<file path="src/core/image_chunk_pkg.sv">
// Summary of operation
// - Active result features append results to frame
// - Results appended only with extended stream enabled
// - Clearing extended enable drops all appending features
// - Extended chunk adds height, width, AOI data
// - Appending works only in video format seven
// - Other formats send plain pixel data unchanged
// - Frame is extended chunk plus feature chunks
// - Payload first, then sixteen byte type identifier
// - Four byte total length follows identifier
// - Last four bytes complement the length
// - Length counts payload, identifier, both length fields
// - Each chunk type has distinct identifier
// - Chunk identifier differs from register identifier
// - Checksum chunk may break general chunk layout
// - Total-bytes inquiry reports enlarged frame size
package image_chunk_pkg;

  // ----------------------------------------------------------------
  // Register offsets (byte addresses)
  // ----------------------------------------------------------------
  localparam logic [7:0] REG_CTRL     = 8'h00;
  localparam logic [7:0] REG_VFMT     = 8'h04;
  localparam logic [7:0] REG_AOI_POS  = 8'h08;
  localparam logic [7:0] REG_AOI_SIZE = 8'h0c;
  localparam logic [7:0] REG_STRIDE   = 8'h10;
  localparam logic [7:0] REG_PIXFMT   = 8'h14;
  localparam logic [7:0] REG_FCOUNT   = 8'h18;
  localparam logic [7:0] REG_STATUS   = 8'h1c;
  localparam logic [7:0] REG_TOTAL_LO = 8'h20;
  localparam logic [7:0] REG_TOTAL_HI = 8'h24;
  localparam logic [7:0] REG_ID_EXT   = 8'h28;

  // ----------------------------------------------------------------
  // Field positions and reset values
  // ----------------------------------------------------------------
  localparam int CTRL_EXT_BIT  = 0;
  localparam int CTRL_FCNT_BIT = 1;
  localparam logic [2:0]  VFMT_RST    = 3'h0;
  localparam logic [2:0]  VFMT_SCALE  = 3'h7;
  localparam logic [15:0] GEOM_RST    = 16'h0000;
  localparam logic [31:0] STRIDE_RST  = 32'h0000_0000;
  localparam logic [7:0]  DEPTH_RST   = 8'h08;
  localparam logic [7:0]  BYTE_RST    = 8'h00;
  localparam logic [31:0] WORD_RST    = 32'h0000_0000;

  // ----------------------------------------------------------------
  // Chunk layout: trailer lengths in bytes
  // ----------------------------------------------------------------
  localparam logic [31:0] EXT_META_LEN  = 32'h0000_0018;
  localparam logic [31:0] ID_LEN        = 32'h0000_0010;
  localparam logic [31:0] LENF_LEN      = 32'h0000_0004;
  localparam logic [31:0] EXT_TAIL_LEN  = EXT_META_LEN + ID_LEN
                                          + LENF_LEN + LENF_LEN;
  localparam logic [31:0] FCT_DATA_LEN  = 32'h0000_0004;
  localparam logic [31:0] FCT_CHUNK_LEN = FCT_DATA_LEN + ID_LEN
                                          + LENF_LEN + LENF_LEN;
  localparam logic [5:0]  EXT_LAST_IDX  = 6'h2f;
  localparam logic [5:0]  FCT_LAST_IDX  = 6'h1b;

  // ----------------------------------------------------------------
  // Identifiers; all values arbitrary, each one different
  // ----------------------------------------------------------------
  localparam logic [127:0] EXT_CHUNK_ID =
    128'h0123_4567_89ab_cdef_1111_2222_3333_4444;
  localparam logic [127:0] FCT_CHUNK_ID =
    128'h0123_4567_89ab_cdef_5555_6666_7777_8888;
  localparam logic [31:0]  EXT_CSR_ID   = 32'hfeed_0001;

  // Little-endian byte n of a word
  function automatic logic [7:0] le_byte(input logic [31:0] w,
                                         input logic [1:0]  n);
    le_byte = w[8*n +: 8];
  endfunction : le_byte

endpackage : image_chunk_pkg

</file>
<file path="src/core/chunk_tail_mux.sv">
`timescale 1ns/100ps
module chunk_tail_mux (
  input  wire logic [5:0]  idx_i,
  input  wire logic        fct_sel_i,
  input  wire logic [31:0] pix_len_i,
  input  wire logic [31:0] stride_i,
  input  wire logic [7:0]  depth_i,
  input  wire logic [15:0] top_i,
  input  wire logic [15:0] left_i,
  input  wire logic [15:0] height_i,
  input  wire logic [15:0] width_i,
  input  wire logic [7:0]  ccode_i,
  input  wire logic [7:0]  cfilt_i,
  input  wire logic [31:0] fcount_i,
  output logic      [7:0]  byte_o
);

  logic [31:0] ext_len;
  logic [31:0] len;
  logic [5:0]  j;

  // Total chunk length includes identifier and both length fields
  assign ext_len = pix_len_i + image_chunk_pkg::EXT_TAIL_LEN;
  assign len = fct_sel_i ? image_chunk_pkg::FCT_CHUNK_LEN : ext_len;

  // Byte select; identifier, then length, then complement close each
  always_comb begin
    byte_o = 8'h00;
    j      = 6'h00;
    if (fct_sel_i) begin
      // Counter payload, then identifier/length/complement
      if (idx_i < 6'h04) begin
        byte_o = image_chunk_pkg::le_byte(fcount_i, idx_i[1:0]);
      end else if (idx_i < 6'h14) begin
        j = 6'h13 - idx_i;
        byte_o = image_chunk_pkg::FCT_CHUNK_ID[8*j[3:0] +: 8];
      end else if (idx_i < 6'h18) begin
        byte_o = image_chunk_pkg::le_byte(len, idx_i[1:0]);
      end else begin
        byte_o = ~image_chunk_pkg::le_byte(len, idx_i[1:0]);
      end
    end else begin
      unique case (idx_i)
        6'h00, 6'h01, 6'h02, 6'h03:
          byte_o = image_chunk_pkg::le_byte(stride_i, idx_i[1:0]);
        6'h07: byte_o = depth_i;
        6'h08: byte_o = top_i[7:0];
        6'h09: byte_o = top_i[15:8];
        6'h0a: byte_o = left_i[7:0];
        6'h0b: byte_o = left_i[15:8];
        6'h0c: byte_o = height_i[7:0];
        6'h0d: byte_o = height_i[15:8];
        6'h0e: byte_o = width_i[7:0];
        6'h0f: byte_o = width_i[15:8];
        6'h13: byte_o = ccode_i;
        6'h17: byte_o = cfilt_i;
        default: begin
          if (idx_i >= 6'h18 && idx_i < 6'h28) begin
            j = 6'h27 - idx_i;
            byte_o = image_chunk_pkg::EXT_CHUNK_ID[8*j[3:0] +: 8];
          end else if (idx_i >= 6'h28 && idx_i < 6'h2c) begin
            byte_o = image_chunk_pkg::le_byte(len, idx_i[1:0]);
          end else if (idx_i >= 6'h2c) begin
            byte_o = ~image_chunk_pkg::le_byte(len, idx_i[1:0]);
          end else begin
            byte_o = 8'h00; // Reserved bytes
          end
        end
      endcase
    end
  end

endmodule : chunk_tail_mux

</file>
<file path="src/core/image_chunk_appender.sv">
`timescale 1ns/100ps
module image_chunk_appender (
  input  wire logic        clock_i,
  input  wire logic        reset_i,
  // APB slave
  input  wire logic        psel_i,
  input  wire logic        penable_i,
  input  wire logic        pwrite_i,
  input  wire logic [7:0]  paddr_i,
  input  wire logic [31:0] pwdata_i,
  output logic      [31:0] prdata_o,
  output logic             pready_o,
  output logic             pslverr_o,
  // Pixel byte stream from capture logic
  input  wire logic        pix_valid_i,
  input  wire logic [7:0]  pix_data_i,
  input  wire logic        pix_sof_i,
  input  wire logic        pix_eof_i,
  output logic             busy_o,
  // Frame byte stream towards the link
  output logic             out_valid_o,
  output logic [7:0]       out_data_o,
  output logic             out_sof_o,
  output logic             out_eof_o
);

  // ----------------------------------------------------------------
  // Types
  // ----------------------------------------------------------------
  // Framer states, Gray coded
  typedef enum logic [1:0] {
    ST_IDLE = 2'b00,
    ST_PIX  = 2'b01,
    ST_EXT  = 2'b11,
    ST_FCT  = 2'b10
  } fsm_t;

  // Whole module state
  typedef struct packed {
    // Framer
    fsm_t        st;
    logic [31:0] k;
    logic [5:0]  idx;
    logic        app;
    logic        fct;
    logic [31:0] fsnap;
    logic [31:0] fcnt;

    // Settings
    logic        ext_en;
    logic        fcnt_en;
    logic [2:0]  vfmt;
    logic [15:0] top;
    logic [15:0] left;
    logic [15:0] height;
    logic [15:0] width;
    logic [31:0] stride;
    logic [7:0]  depth;
    logic [7:0]  ccode;
    logic [7:0]  cfilt;

    // Bus reply
    logic [31:0] prdata;
    logic        pready;
    logic        pslverr;

    // Stream
    logic        ov;
    logic [7:0]  od;
    logic        osof;
    logic        oeof;
    logic        busy;
  } regs_t;

  // Registered state and next value
  regs_t       r_ff;
  regs_t       nxt_r;

  // Helpers
  logic [7:0]  tail_byte;
  logic        fmt_ok;
  logic        ext_live;
  logic        fct_live;
  logic [31:0] pix_bytes;
  logic [31:0] total_bytes;

  // Bus strobes
  logic        apb_done;
  logic        wr_done;

  // ----------------------------------------------------------------
  // Trailer byte generator
  // ----------------------------------------------------------------
  // Trailer byte at current index
  chunk_tail_mux u_tail (
    .idx_i     (r_ff.idx),
    .fct_sel_i (r_ff.st == ST_FCT),
    .pix_len_i (r_ff.k),
    .stride_i  (r_ff.stride),
    .depth_i   (r_ff.depth),
    .top_i     (r_ff.top),
    .left_i    (r_ff.left),
    .height_i  (r_ff.height),
    .width_i   (r_ff.width),
    .ccode_i   (r_ff.ccode),
    .cfilt_i   (r_ff.cfilt),
    .fcount_i  (r_ff.fsnap),
    .byte_o    (tail_byte)
  );

  // ----------------------------------------------------------------
  // Effective feature state
  // ----------------------------------------------------------------
  // Appending only in the scalable format and behind the stream enable
  assign fmt_ok   = (r_ff.vfmt == image_chunk_pkg::VFMT_SCALE);
  assign ext_live = r_ff.ext_en && fmt_ok;
  assign fct_live = ext_live && r_ff.fcnt_en;

  // Predicted frame size for the size inquiry
  assign pix_bytes   = r_ff.stride[15:0] * r_ff.height;
  assign total_bytes = pix_bytes
    + (ext_live ? image_chunk_pkg::EXT_TAIL_LEN : 32'h0)
    + (fct_live ? image_chunk_pkg::FCT_CHUNK_LEN : 32'h0);

  // Transfer completes at the edge where pready is seen high
  assign apb_done = psel_i && penable_i && r_ff.pready;
  assign wr_done  = apb_done && pwrite_i && !r_ff.pslverr;

  // ----------------------------------------------------------------
  // Next-state logic
  // ----------------------------------------------------------------
  always_comb begin
    nxt_r = r_ff;

    // APB: one wait state, then answer for one cycle
    nxt_r.pready  = 1'b0;
    nxt_r.pslverr = 1'b0;
    if (psel_i && penable_i && !r_ff.pready) begin
      nxt_r.pready = 1'b1;
      nxt_r.prdata = 32'h0;
      // Read mux; unmapped gives error
      unique case (paddr_i)
        // Enables
        image_chunk_pkg::REG_CTRL: begin
          nxt_r.prdata[image_chunk_pkg::CTRL_EXT_BIT]  = r_ff.ext_en;
          nxt_r.prdata[image_chunk_pkg::CTRL_FCNT_BIT] = r_ff.fcnt_en;
        end
        image_chunk_pkg::REG_VFMT:
          nxt_r.prdata = {29'h0, r_ff.vfmt};
        image_chunk_pkg::REG_AOI_POS:
          nxt_r.prdata = {r_ff.left, r_ff.top};
        image_chunk_pkg::REG_AOI_SIZE:
          nxt_r.prdata = {r_ff.width, r_ff.height};
        image_chunk_pkg::REG_STRIDE:
          nxt_r.prdata = r_ff.stride;
        image_chunk_pkg::REG_PIXFMT:
          nxt_r.prdata = {8'h0, r_ff.cfilt, r_ff.ccode, r_ff.depth};
        image_chunk_pkg::REG_FCOUNT:
          nxt_r.prdata = r_ff.fcnt;
        // Live status
        image_chunk_pkg::REG_STATUS:
          nxt_r.prdata = {27'h0, fct_live, ext_live, r_ff.busy, r_ff.st};
        // Size with chunks
        image_chunk_pkg::REG_TOTAL_LO:
          nxt_r.prdata = total_bytes;
        image_chunk_pkg::REG_TOTAL_HI:
          nxt_r.prdata = 32'h0;
        // Feature id
        image_chunk_pkg::REG_ID_EXT:
          nxt_r.prdata = image_chunk_pkg::EXT_CSR_ID;
        default:
          nxt_r.pslverr = 1'b1;
      endcase
      // Writes read back zero
      if (pwrite_i) begin
        nxt_r.prdata = 32'h0;
      end
    end

    // Register writes
    if (wr_done) begin
      unique case (paddr_i)
        image_chunk_pkg::REG_CTRL: begin
          nxt_r.ext_en  = pwdata_i[image_chunk_pkg::CTRL_EXT_BIT];
          // Dropping the stream enable switches off every appender
          nxt_r.fcnt_en = pwdata_i[image_chunk_pkg::CTRL_FCNT_BIT]
                          && pwdata_i[image_chunk_pkg::CTRL_EXT_BIT];
        end
        image_chunk_pkg::REG_VFMT:
          nxt_r.vfmt = pwdata_i[2:0];
        // Geometry used live
        image_chunk_pkg::REG_AOI_POS: begin
          nxt_r.top  = pwdata_i[15:0];
          nxt_r.left = pwdata_i[31:16];
        end
        image_chunk_pkg::REG_AOI_SIZE: begin
          nxt_r.height = pwdata_i[15:0];
          nxt_r.width  = pwdata_i[31:16];
        end
        // Row pitch
        image_chunk_pkg::REG_STRIDE:
          nxt_r.stride = pwdata_i;
        // Bytes for the trailer
        image_chunk_pkg::REG_PIXFMT: begin
          nxt_r.depth = pwdata_i[7:0];
          nxt_r.ccode = pwdata_i[15:8];
          nxt_r.cfilt = pwdata_i[23:16];
        end
        default: ;
      endcase
    end

    // Output stream defaults to idle each cycle
    nxt_r.ov   = 1'b0;
    nxt_r.osof = 1'b0;
    nxt_r.oeof = 1'b0;

    // Framer
    unique case (r_ff.st)
      ST_IDLE: begin
        // Wait for frame start
        if (pix_valid_i && pix_sof_i) begin
          // Features are frozen for the whole frame
          nxt_r.app   = ext_live;
          nxt_r.fct   = fct_live;
          nxt_r.fsnap = r_ff.fcnt;
          nxt_r.fcnt  = r_ff.fcnt + 32'h1;
          nxt_r.k     = 32'h1;
          nxt_r.ov    = 1'b1;
          nxt_r.od    = pix_data_i;
          nxt_r.osof  = 1'b1;
          nxt_r.idx   = 6'h00;
          if (pix_eof_i) begin
            // One-byte frame
            nxt_r.oeof = !ext_live;
            nxt_r.st   = ext_live ? ST_EXT : ST_IDLE;
          end else begin
            nxt_r.st = ST_PIX;
          end
        end
      end

      ST_PIX: begin
        // Pass bytes until eof
        if (pix_valid_i) begin
          nxt_r.k  = r_ff.k + 32'h1;
          nxt_r.ov = 1'b1;
          nxt_r.od = pix_data_i;
          if (pix_eof_i) begin
            nxt_r.oeof = !r_ff.app;
            nxt_r.st   = r_ff.app ? ST_EXT : ST_IDLE;
          end
        end
      end

      ST_EXT: begin
        // Extended chunk trailer: metadata, identifier, lengths
        nxt_r.ov  = 1'b1;
        nxt_r.od  = tail_byte;
        nxt_r.idx = r_ff.idx + 6'h01;
        // Last byte ends frame or chunk
        if (r_ff.idx == image_chunk_pkg::EXT_LAST_IDX) begin
          nxt_r.idx  = 6'h00;
          nxt_r.oeof = !r_ff.fct;
          nxt_r.st   = r_ff.fct ? ST_FCT : ST_IDLE;
        end
      end

      ST_FCT: begin
        // Result chunk; no checksum chunk is produced here
        nxt_r.ov  = 1'b1;
        nxt_r.od  = tail_byte;
        nxt_r.idx = r_ff.idx + 6'h01;
        // Last byte ends the frame
        if (r_ff.idx == image_chunk_pkg::FCT_LAST_IDX) begin
          nxt_r.idx  = 6'h00;
          nxt_r.oeof = 1'b1;
          nxt_r.st   = ST_IDLE;
        end
      end
    endcase

    // Source must hold off while trailers are sent
    nxt_r.busy = (nxt_r.st == ST_EXT) || (nxt_r.st == ST_FCT);
  end

  // ----------------------------------------------------------------
  // State register
  // ----------------------------------------------------------------
  always_ff @(posedge clock_i or posedge reset_i) begin
    if (reset_i) begin
      // Framer
      r_ff.st      <= ST_IDLE;
      r_ff.k       <= image_chunk_pkg::WORD_RST;
      r_ff.idx     <= 6'h00;
      r_ff.app     <= 1'b0;
      r_ff.fct     <= 1'b0;
      r_ff.fsnap   <= image_chunk_pkg::WORD_RST;
      r_ff.fcnt    <= image_chunk_pkg::WORD_RST;

      // Settings
      r_ff.ext_en  <= 1'b0;
      r_ff.fcnt_en <= 1'b0;
      r_ff.vfmt    <= image_chunk_pkg::VFMT_RST;
      r_ff.top     <= image_chunk_pkg::GEOM_RST;
      r_ff.left    <= image_chunk_pkg::GEOM_RST;
      r_ff.height  <= image_chunk_pkg::GEOM_RST;
      r_ff.width   <= image_chunk_pkg::GEOM_RST;
      r_ff.stride  <= image_chunk_pkg::STRIDE_RST;
      r_ff.depth   <= image_chunk_pkg::DEPTH_RST;
      r_ff.ccode   <= image_chunk_pkg::BYTE_RST;
      r_ff.cfilt   <= image_chunk_pkg::BYTE_RST;

      // Bus reply
      r_ff.prdata  <= image_chunk_pkg::WORD_RST;
      r_ff.pready  <= 1'b0;
      r_ff.pslverr <= 1'b0;

      // Stream
      r_ff.ov      <= 1'b0;
      r_ff.od      <= image_chunk_pkg::BYTE_RST;
      r_ff.osof    <= 1'b0;
      r_ff.oeof    <= 1'b0;
      r_ff.busy    <= 1'b0;
    end else begin
      // Take the whole next state
      r_ff <= nxt_r;
    end
  end

  // ----------------------------------------------------------------
  // Outputs, all from flip-flops
  // ----------------------------------------------------------------
  // Bus reply
  assign prdata_o    = r_ff.prdata;
  assign pready_o    = r_ff.pready;
  assign pslverr_o   = r_ff.pslverr;

  // Stream
  assign out_valid_o = r_ff.ov;
  assign out_data_o  = r_ff.od;
  assign out_sof_o   = r_ff.osof;
  assign out_eof_o   = r_ff.oeof;
  assign busy_o      = r_ff.busy;

endmodule : image_chunk_appender

</file>
<file path="config.mk">
export PLATFORM = sky130hd
export DESIGN_NAME = image_chunk_appender
export DESIGN_NICKNAME = d
export VERILOG_FILES = /design/src/core/image_chunk_pkg.sv /design/src/core/chunk_tail_mux.sv /design/src/core/image_chunk_appender.sv
export SDC_FILE = /design/constraint.sdc
export NUM_CORES = 1
export LEC_CHECK = 0
export ABC_CLOCK_PERIOD_IN_PS = 11900
export BUFFER_PORTS_ARGS = -buffer_cell sky130_fd_sc_hd__buf_2
export CORE_MARGIN = 2
export CORE_UTILIZATION = 45
export CTS_BUF_LIST = sky130_fd_sc_hd__clkbuf_4
export CTS_CLUSTER_SIZE = 10
export DETAILED_ROUTE_END_ITERATION = 7
export PLACE_DENSITY = 0.62
export SYNTH_ARGS = -nofsm -noshare
export SYNTH_HDL_FRONTEND = slang
export SYNTH_SLANG_ARGS = --single-unit
</file>
<file path="constraint.sdc">
create_clock -name clock_i -period 11.9 [get_ports clock_i]
set_clock_uncertainty 0.15 [all_clocks]
set_input_delay 0.595 -clock clock_i [delete_from_list [all_inputs] [get_ports clock_i]]
set_output_delay 0.595 -clock clock_i [all_outputs]
set_load 0.02 [all_outputs]
</file>
== Yosys cells after proc, flatten, opt, wreduce, memory -nomap -nowiden ==
Index checks and enable logic that the tools add are counted.

* Register bits after elaboration: 277
* Word-level logic and storage cells: 158
* Output and inout port bits: 46
* Input bits: 56

* Mux-type cells: 40
* Equality and inequality tests: 34
* Reduce and logical (&&, ||, !) cells: 35
* Shift-type cells: 5
* $lt $le $gt $ge: 8
* $add $sub $neg: 8
* Bitwise gates (word level): 1
* Multiply operators: 1

{| class="wikitable"
|+ Operator list
! operator !! count
|-
| $pmux 30 s9 || 1
|-
| $shiftx 128x8->8 const A || 2
|-
| $mux 106 || 1
|-
| $pmux 8 s12 || 1
|-
| $shiftx 32x6->8 || 3
|-
| $add 32x1->32 const B || 2
|-
| $mux 32 || 2
|-
| $pmux 32 s2 || 1
|-
| $mux 8 || 7
|-
| $eq 6x4->1 const B || 8
|-
| $mux 34 || 1
|-
| $add 32x5->32 || 1
|-
| $add 32x6->32 || 1
|-
| $add 32x6->32 const B || 1
|-
| $eq 8x5->1 const B || 4
|-
| $mul 16x16->32 || 1
|-
| $pmux 9 s3 || 1
|-
| $eq 8x6->1 const B || 3
|-
| $pmux 2 s10 || 1
|-
| $eq 6x5->1 const B || 3
|-
| $mux 6 || 3
|-
| $pmux 6 s3 || 1
|-
| $reduce_and 2->1 || 9
|-
| $eq 8x4->1 const B || 2
|-
| 37 further kinds || 72
|}

== Logic depth before layout (Yosys ltp) ==
* Word-level depth: 10
* Mapped depth: 23
* Gate-level depth less buffers: 21

== Modules after synthesis ==
A second synthesis with hierarchy kept.

* Cell total of the unflattened synthesis: 2,596
* Area, all modules: 24,400.9 um^2

{| class="wikitable"
|+ Modules (own cells, without submodules)
! module !! cells each !! area an instance (um^2) !! times used !! seq. area each (um^2)
|-
| image_chunk_appender || 2,234 || 21,763.4 || 1 || 6,932.9
|-
| chunk_tail_mux || 362 || 2,637.5 || 1 || 0.0
|}

== Least setup slack after synthesis ==
No wires, ideal clock.

* Path type: register -> register
* Start point: reg r_ff[127] (netlist bit)
* End point: reg r_ff (netlist bit prdata_o[26])
* Slack: 5.663 ns
* Setup time: 0.126 ns
* Cell stages (with the launch flop): 23
* Arrival: 5.960 ns
* Data required time: 11.624 ns
* Path through: dfrtp_1 clkbuf_1 clkbuf_1 nand2_1 fa_1 inv_1 fa_1 inv_1 fa_1 inv_1 fa_1 fa_1 inv_1 fa_1 inv_1 ha_1 a21o_1 a21oi_1 o211ai_1 a221o_1 a21oi_1 xnor2_1 a221o_1

* Cells in the longest elaborated chain, start to end: 5

{| class="wikitable"
|+ RTL lines
! element !! line !! source
|-
| start: declaration || image_chunk_appender.sv:76 || <nowiki>regs_t r_ff;</nowiki>
|-
| $mul 16x16->32 || image_chunk_appender.sv:120 || <nowiki>assign pix_bytes = r_ff.stride[15:0] * r_ff.height;</nowiki>
|-
| $add 32x6->32 || image_chunk_appender.sv:122 || <nowiki>+ (ext_live ? image_chunk_pkg::EXT_TAIL_LEN : 32'h0)</nowiki>
|-
| $add 32x5->32 || image_chunk_appender.sv:123 || <nowiki>+ (fct_live ? image_chunk_pkg::FCT_CHUNK_LEN : 32'h0);</nowiki>
|-
| $pmux 30 s9 || image_chunk_appender.sv:142 || <nowiki>unique case (paddr_i)</nowiki>
|-
| $mux 32 || image_chunk_appender.sv:175 || <nowiki>if (pwrite_i) begin</nowiki>
|}

Every way passes these cells.
A chain may end at the register's enable or synchronous reset.

== Worst setup path in the final report ==
* Start point: reg r_ff[75] (netlist bit)
* End point: reg r_ff (netlist bit prdata_o[30])

Same word-level chain as after synthesis.

==> results.sh <==
export IMPL_status="finished with violations"
export IMPL_violations="DRC"
export IMPL_dp_cells=3226
export IMPL_met3_usage_pct=7.75
export IMPL_drive_gt1_share_pct=15.3
export IMPL_ios=102
export IMPL_syn_num_nets=3002
export IMPL_routed_wirelength_um=77300
export IMPL_combPwrFrac_pct=25.6
export IMPL_ys_ff_latch=277
export IMPL_crit_top_cell="fa_1"
export IMPL_die_w_um=236
export IMPL_synthAdderAreaFrac_pct=23.7
export IMPL_ir_drop_uv=85.1
export IMPL_synth_cells=2609
export IMPL_final_area_mm2=0.0264
export IMPL_detailed_place_hpwl_um=57800
export IMPL_met1_usage_pct=41.6
export IMPL_first_pass_iters=8
export IMPL_post_cts_buffers=0
export IMPL_cts_repair_resized=0
export IMPL_drv_cap=0
export IMPL_max_freq_mhz=136
export IMPL_p_total_mw=2.61
export IMPL_clockBufferDepth=3
export IMPL_timing_setup_tns_ps=0
export IMPL_h_tree_depth=3
export IMPL_period_minus_slack_ps=7340
export IMPL_grt_pass1_wl_um=122000
export IMPL_antenna_found_initial=4
export IMPL_drc=2
export IMPL_worst_path_buf_inv=4
export IMPL_cts_sinks=277
export IMPL_swShare_pct=37.0
export IMPL_path_class="flip-flop to flip-flop"
export IMPL_dieArea_mm2=0.0559
export IMPL_rsz0062_at_grt="no"
export IMPL_ys_async_sr_fraction_pct=100
export IMPL_hold_class="primary input to flip-flop"
export IMPL_leakage_nw=12.6
export IMPL_cp_max_fo=19
export IMPL_path_delay_family="adder cells"
export IMPL_synthFlopType="dfrtp_1"
export IMPL_syn_area_per_cell_um2=9.32
export IMPL_clk_latency_ps=840
export IMPL_finalCritPeriodShare_pct=61.7
export IMPL_via_per_inst=5.97
export IMPL_power_frac_seq_pct=39.9
export IMPL_seq_area_frac_synth_pct=28.5
export IMPL_grt_usage_pct=28.1
export IMPL_initial_core_util_pct=45.4
export IMPL_slew_violations=0
export IMPL_grt_max_degree=138
export IMPL_synth_edff_count=0
export IMPL_cp_slowest_stage_delay_ps=830
export IMPL_cts_tree="built"
export IMPL_grt_pass1_vias=20100
export IMPL_drt_iter0_drc=2307
export IMPL_final_cells=3405
export IMPL_cts_buffers=77
export IMPL_hold_viol=0
export IMPL_p_int_mw=1.64
export IMPL_rows=85
export IMPL_wire_per_inst_um=22.7
export IMPL_postRouteAntennaNets=0
export IMPL_required_ps=12460
export IMPL_timing_max_slew_rel_slack_pct=16.6
export IMPL_cp_cell_sequence="and2_1 > fa_1 > inv_1 > fa_1 > fa_1 > fa_1 > inv_1 > fa_1 > inv_1 > fa_1 > inv_1 > ha_1 > a211oi_1 > nand2_1 > a211oi_1 > nor3_1 > a21oi_1 > o21ai_0 > xnor2_1 > o21ai_0"
export IMPL_gp_congestion=0.955
export IMPL_core_area_mm2=0.0536
export IMPL_power_density_mw_per_mm2=98.7
export IMPL_postPlaceCellArea_mm2=0.0250
export IMPL_synth_warnings=0
export IMPL_dr_total_vias=20300
export IMPL_power_share_clock_pct=34.5
export IMPL_tightest_slew_ps=1250
export IMPL_use_met2_pct=40.2
export IMPL_final_nets=3039
export IMPL_root_buffer="clkbuf_4"
export IMPL_setup_viol=0
export IMPL_top_usage_layer="met1"
export IMPL_clkSlewWorstSetupHoldPaths_ps=70
export IMPL_synth_top_family_by_area="adder cells"
export IMPL_cp_start_kind="flip-flop"
export IMPL_yosys_area_share_xor_xnor_pct=2.99
export IMPL_holdBufCountCts=35
export IMPL_grt_overflow=0
export IMPL_synth_simple_area_share_pct=15.6
export IMPL_synth_area_mux_share_pct=8.22
export IMPL_synth_compound_area_share_pct=12.6
export IMPL_cp_end_kind="flip-flop"
export IMPL_io_buffers=101
export IMPL_syn_to_final_growth_pct=8.57
export IMPL_cpMaxStageDelayCell="a211oi_1"
export IMPL_crit_arrival_ps=7900
export IMPL_p_switching_mw=0.964
export IMPL_synth_cell_type_count=72
export IMPL_synth_cell_area_mm2=0.0243
export IMPL_die_height_um=236
final cells by class:
| cell class | count | area [µm²] |
|---|---|---|
| clock buffer | 110 | 826 |
| fill | 5098 | 27200 |
| tap | 696 | 871 |
| timing repair buffer | 167 | 1090 |
| inverter | 293 | 1110 |
| sequential | 277 | 6930 |
| multi-input combinational | 1830 | 15400 |
| clock inverter | 27 | 159 |
| antenna | 5 | 12.5 |
cell families after synthesis:
family | count (synthesis)
flops | 277
fa+ha+maj | 340
buf+inv | 502
xor+xnor | 83
mux | 163
simple gates | 787
compound gates | 457
path summary, 6_finish.rpt:
kind / start / end / slack [ps] / cells after the start
setup / recovery: r_ff[75] / prdata_o[30] / 4560 / 20
setup reg to reg: r_ff[75] / prdata_o[30] / 4560 / 20
max in group asynchronous: reset_i / r_ff[63] / 9540 / 4
min in group asynchronous: reset_i / r_ff[266] / 400 / 3
hold / removal: pwdata_i[7] / r_ff[125] / 60 / 2
hold reg to reg: r_ff[219] / r_ff[219] / 320 / 2
registers in the layout (all words and copies together), names as in the netlist:
register     count
out_eof_o        1
out_valid_o      1
pready_o         1
r_ff           231
out_sof_o        1
prdata_o        32
out_data_o       8
pslverr_o        1
busy_o           1
cells in the mapped netlist (13+ instances only):
cell type | n | area, µm²
buf_4 | 40 | 300
nand4_1 | 43 | 269
dfrtp_1 | 276 | 6910
nand2_1 | 364 | 1370
and2_1 | 126 | 788
mux2_2 | 124 | 1400
nand3_1 | 49 | 245
ha_1 | 135 | 1690
a222oi_1 | 21 | 210
xor2_1 | 31 | 272
a22oi_1 | 67 | 503
a22o_1 | 13 | 114
and4_1 | 13 | 114
o211ai_1 | 17 | 128
nor2_1 | 79 | 297
mux2i_1 | 22 | 220
fa_1 | 202 | 4040
o21ai_0 | 95 | 475
o31ai_1 | 14 | 105
a31oi_1 | 23 | 144
nor3_1 | 40 | 200
a21oi_1 | 100 | 500
xnor2_1 | 52 | 455
mux4_2 | 17 | 383
inv_1 | 293 | 1100
and3_1 | 19 | 119
clkbuf_1 | 154 | 578
power groups by stage:
stage / clock network [mW] / registers, mW / logic, mW
2_1_floorplan: 0 / 1.02 / 0.444
3_3_place_gp: 0 / 1.05 / 0.634
3_5_place_dp: 0 / 1.05 / 0.638
4_1_cts: 0.914 / 1.04 / 0.651
5_1_grt: 0.965 / 1.04 / 0.715
6_report: 0.900 / 1.04 / 0.666
layer usage:
| layer | vias up | wire (µm) |
|---|---|---|
| met5 | - | 13 |
| met4 | 2 | 2370 |
| met3 | 161 | 8440 |
| met2 | 1033 | 32500 |
| met1 | 10200 | 34000 |
| li1 | 8947 | - |
placed cells by master, fill, tap and decap left out, drive strengths merged, types with 9 or more instances in the layout:
master	Yosys	routed
a211oi	9	9
a21o	10	10
a21oi	100	100
a221oi	10	10
a222oi	21	21
a22o	13	13
a22oi	67	67
a31oi	23	23
and2	126	126
and3	19	19
and4	13	13
buf	54	130
clkbuf	155	110
clkinv	0	20
dfrtp	276	276
dlygate4sd3	0	37
fa	202	202
ha	135	135
inv	293	296
mux2	124	124
mux2i	22	22
mux4	17	17
nand2	364	364
nand2b	10	10
nand3	49	49
nand4	44	44
nor2	79	79
nor2b	9	9
nor3	41	41
nor4	11	11
o211ai	18	18
o21ai	96	96
o21bai	9	9
o31ai	14	14
xnor2	52	52
xor2	31	31
stage by stage:
| step | hold slack, ps | worst slack, ps | util (%) |
|---|---|---|---|
| floorplan | 290 | 3520 | - |
| global placement | 303 | 4950 | 46.7 |
| detailed placement | 308 | 4740 | 46.7 |
| CTS | 0.0892 | 4680 | 49.2 |
| global route | 2.78 | 4310 | 49.3 |
| finish | 60.0 | 4560 | 49.3 |
Power figures use the tool's default switching activity.
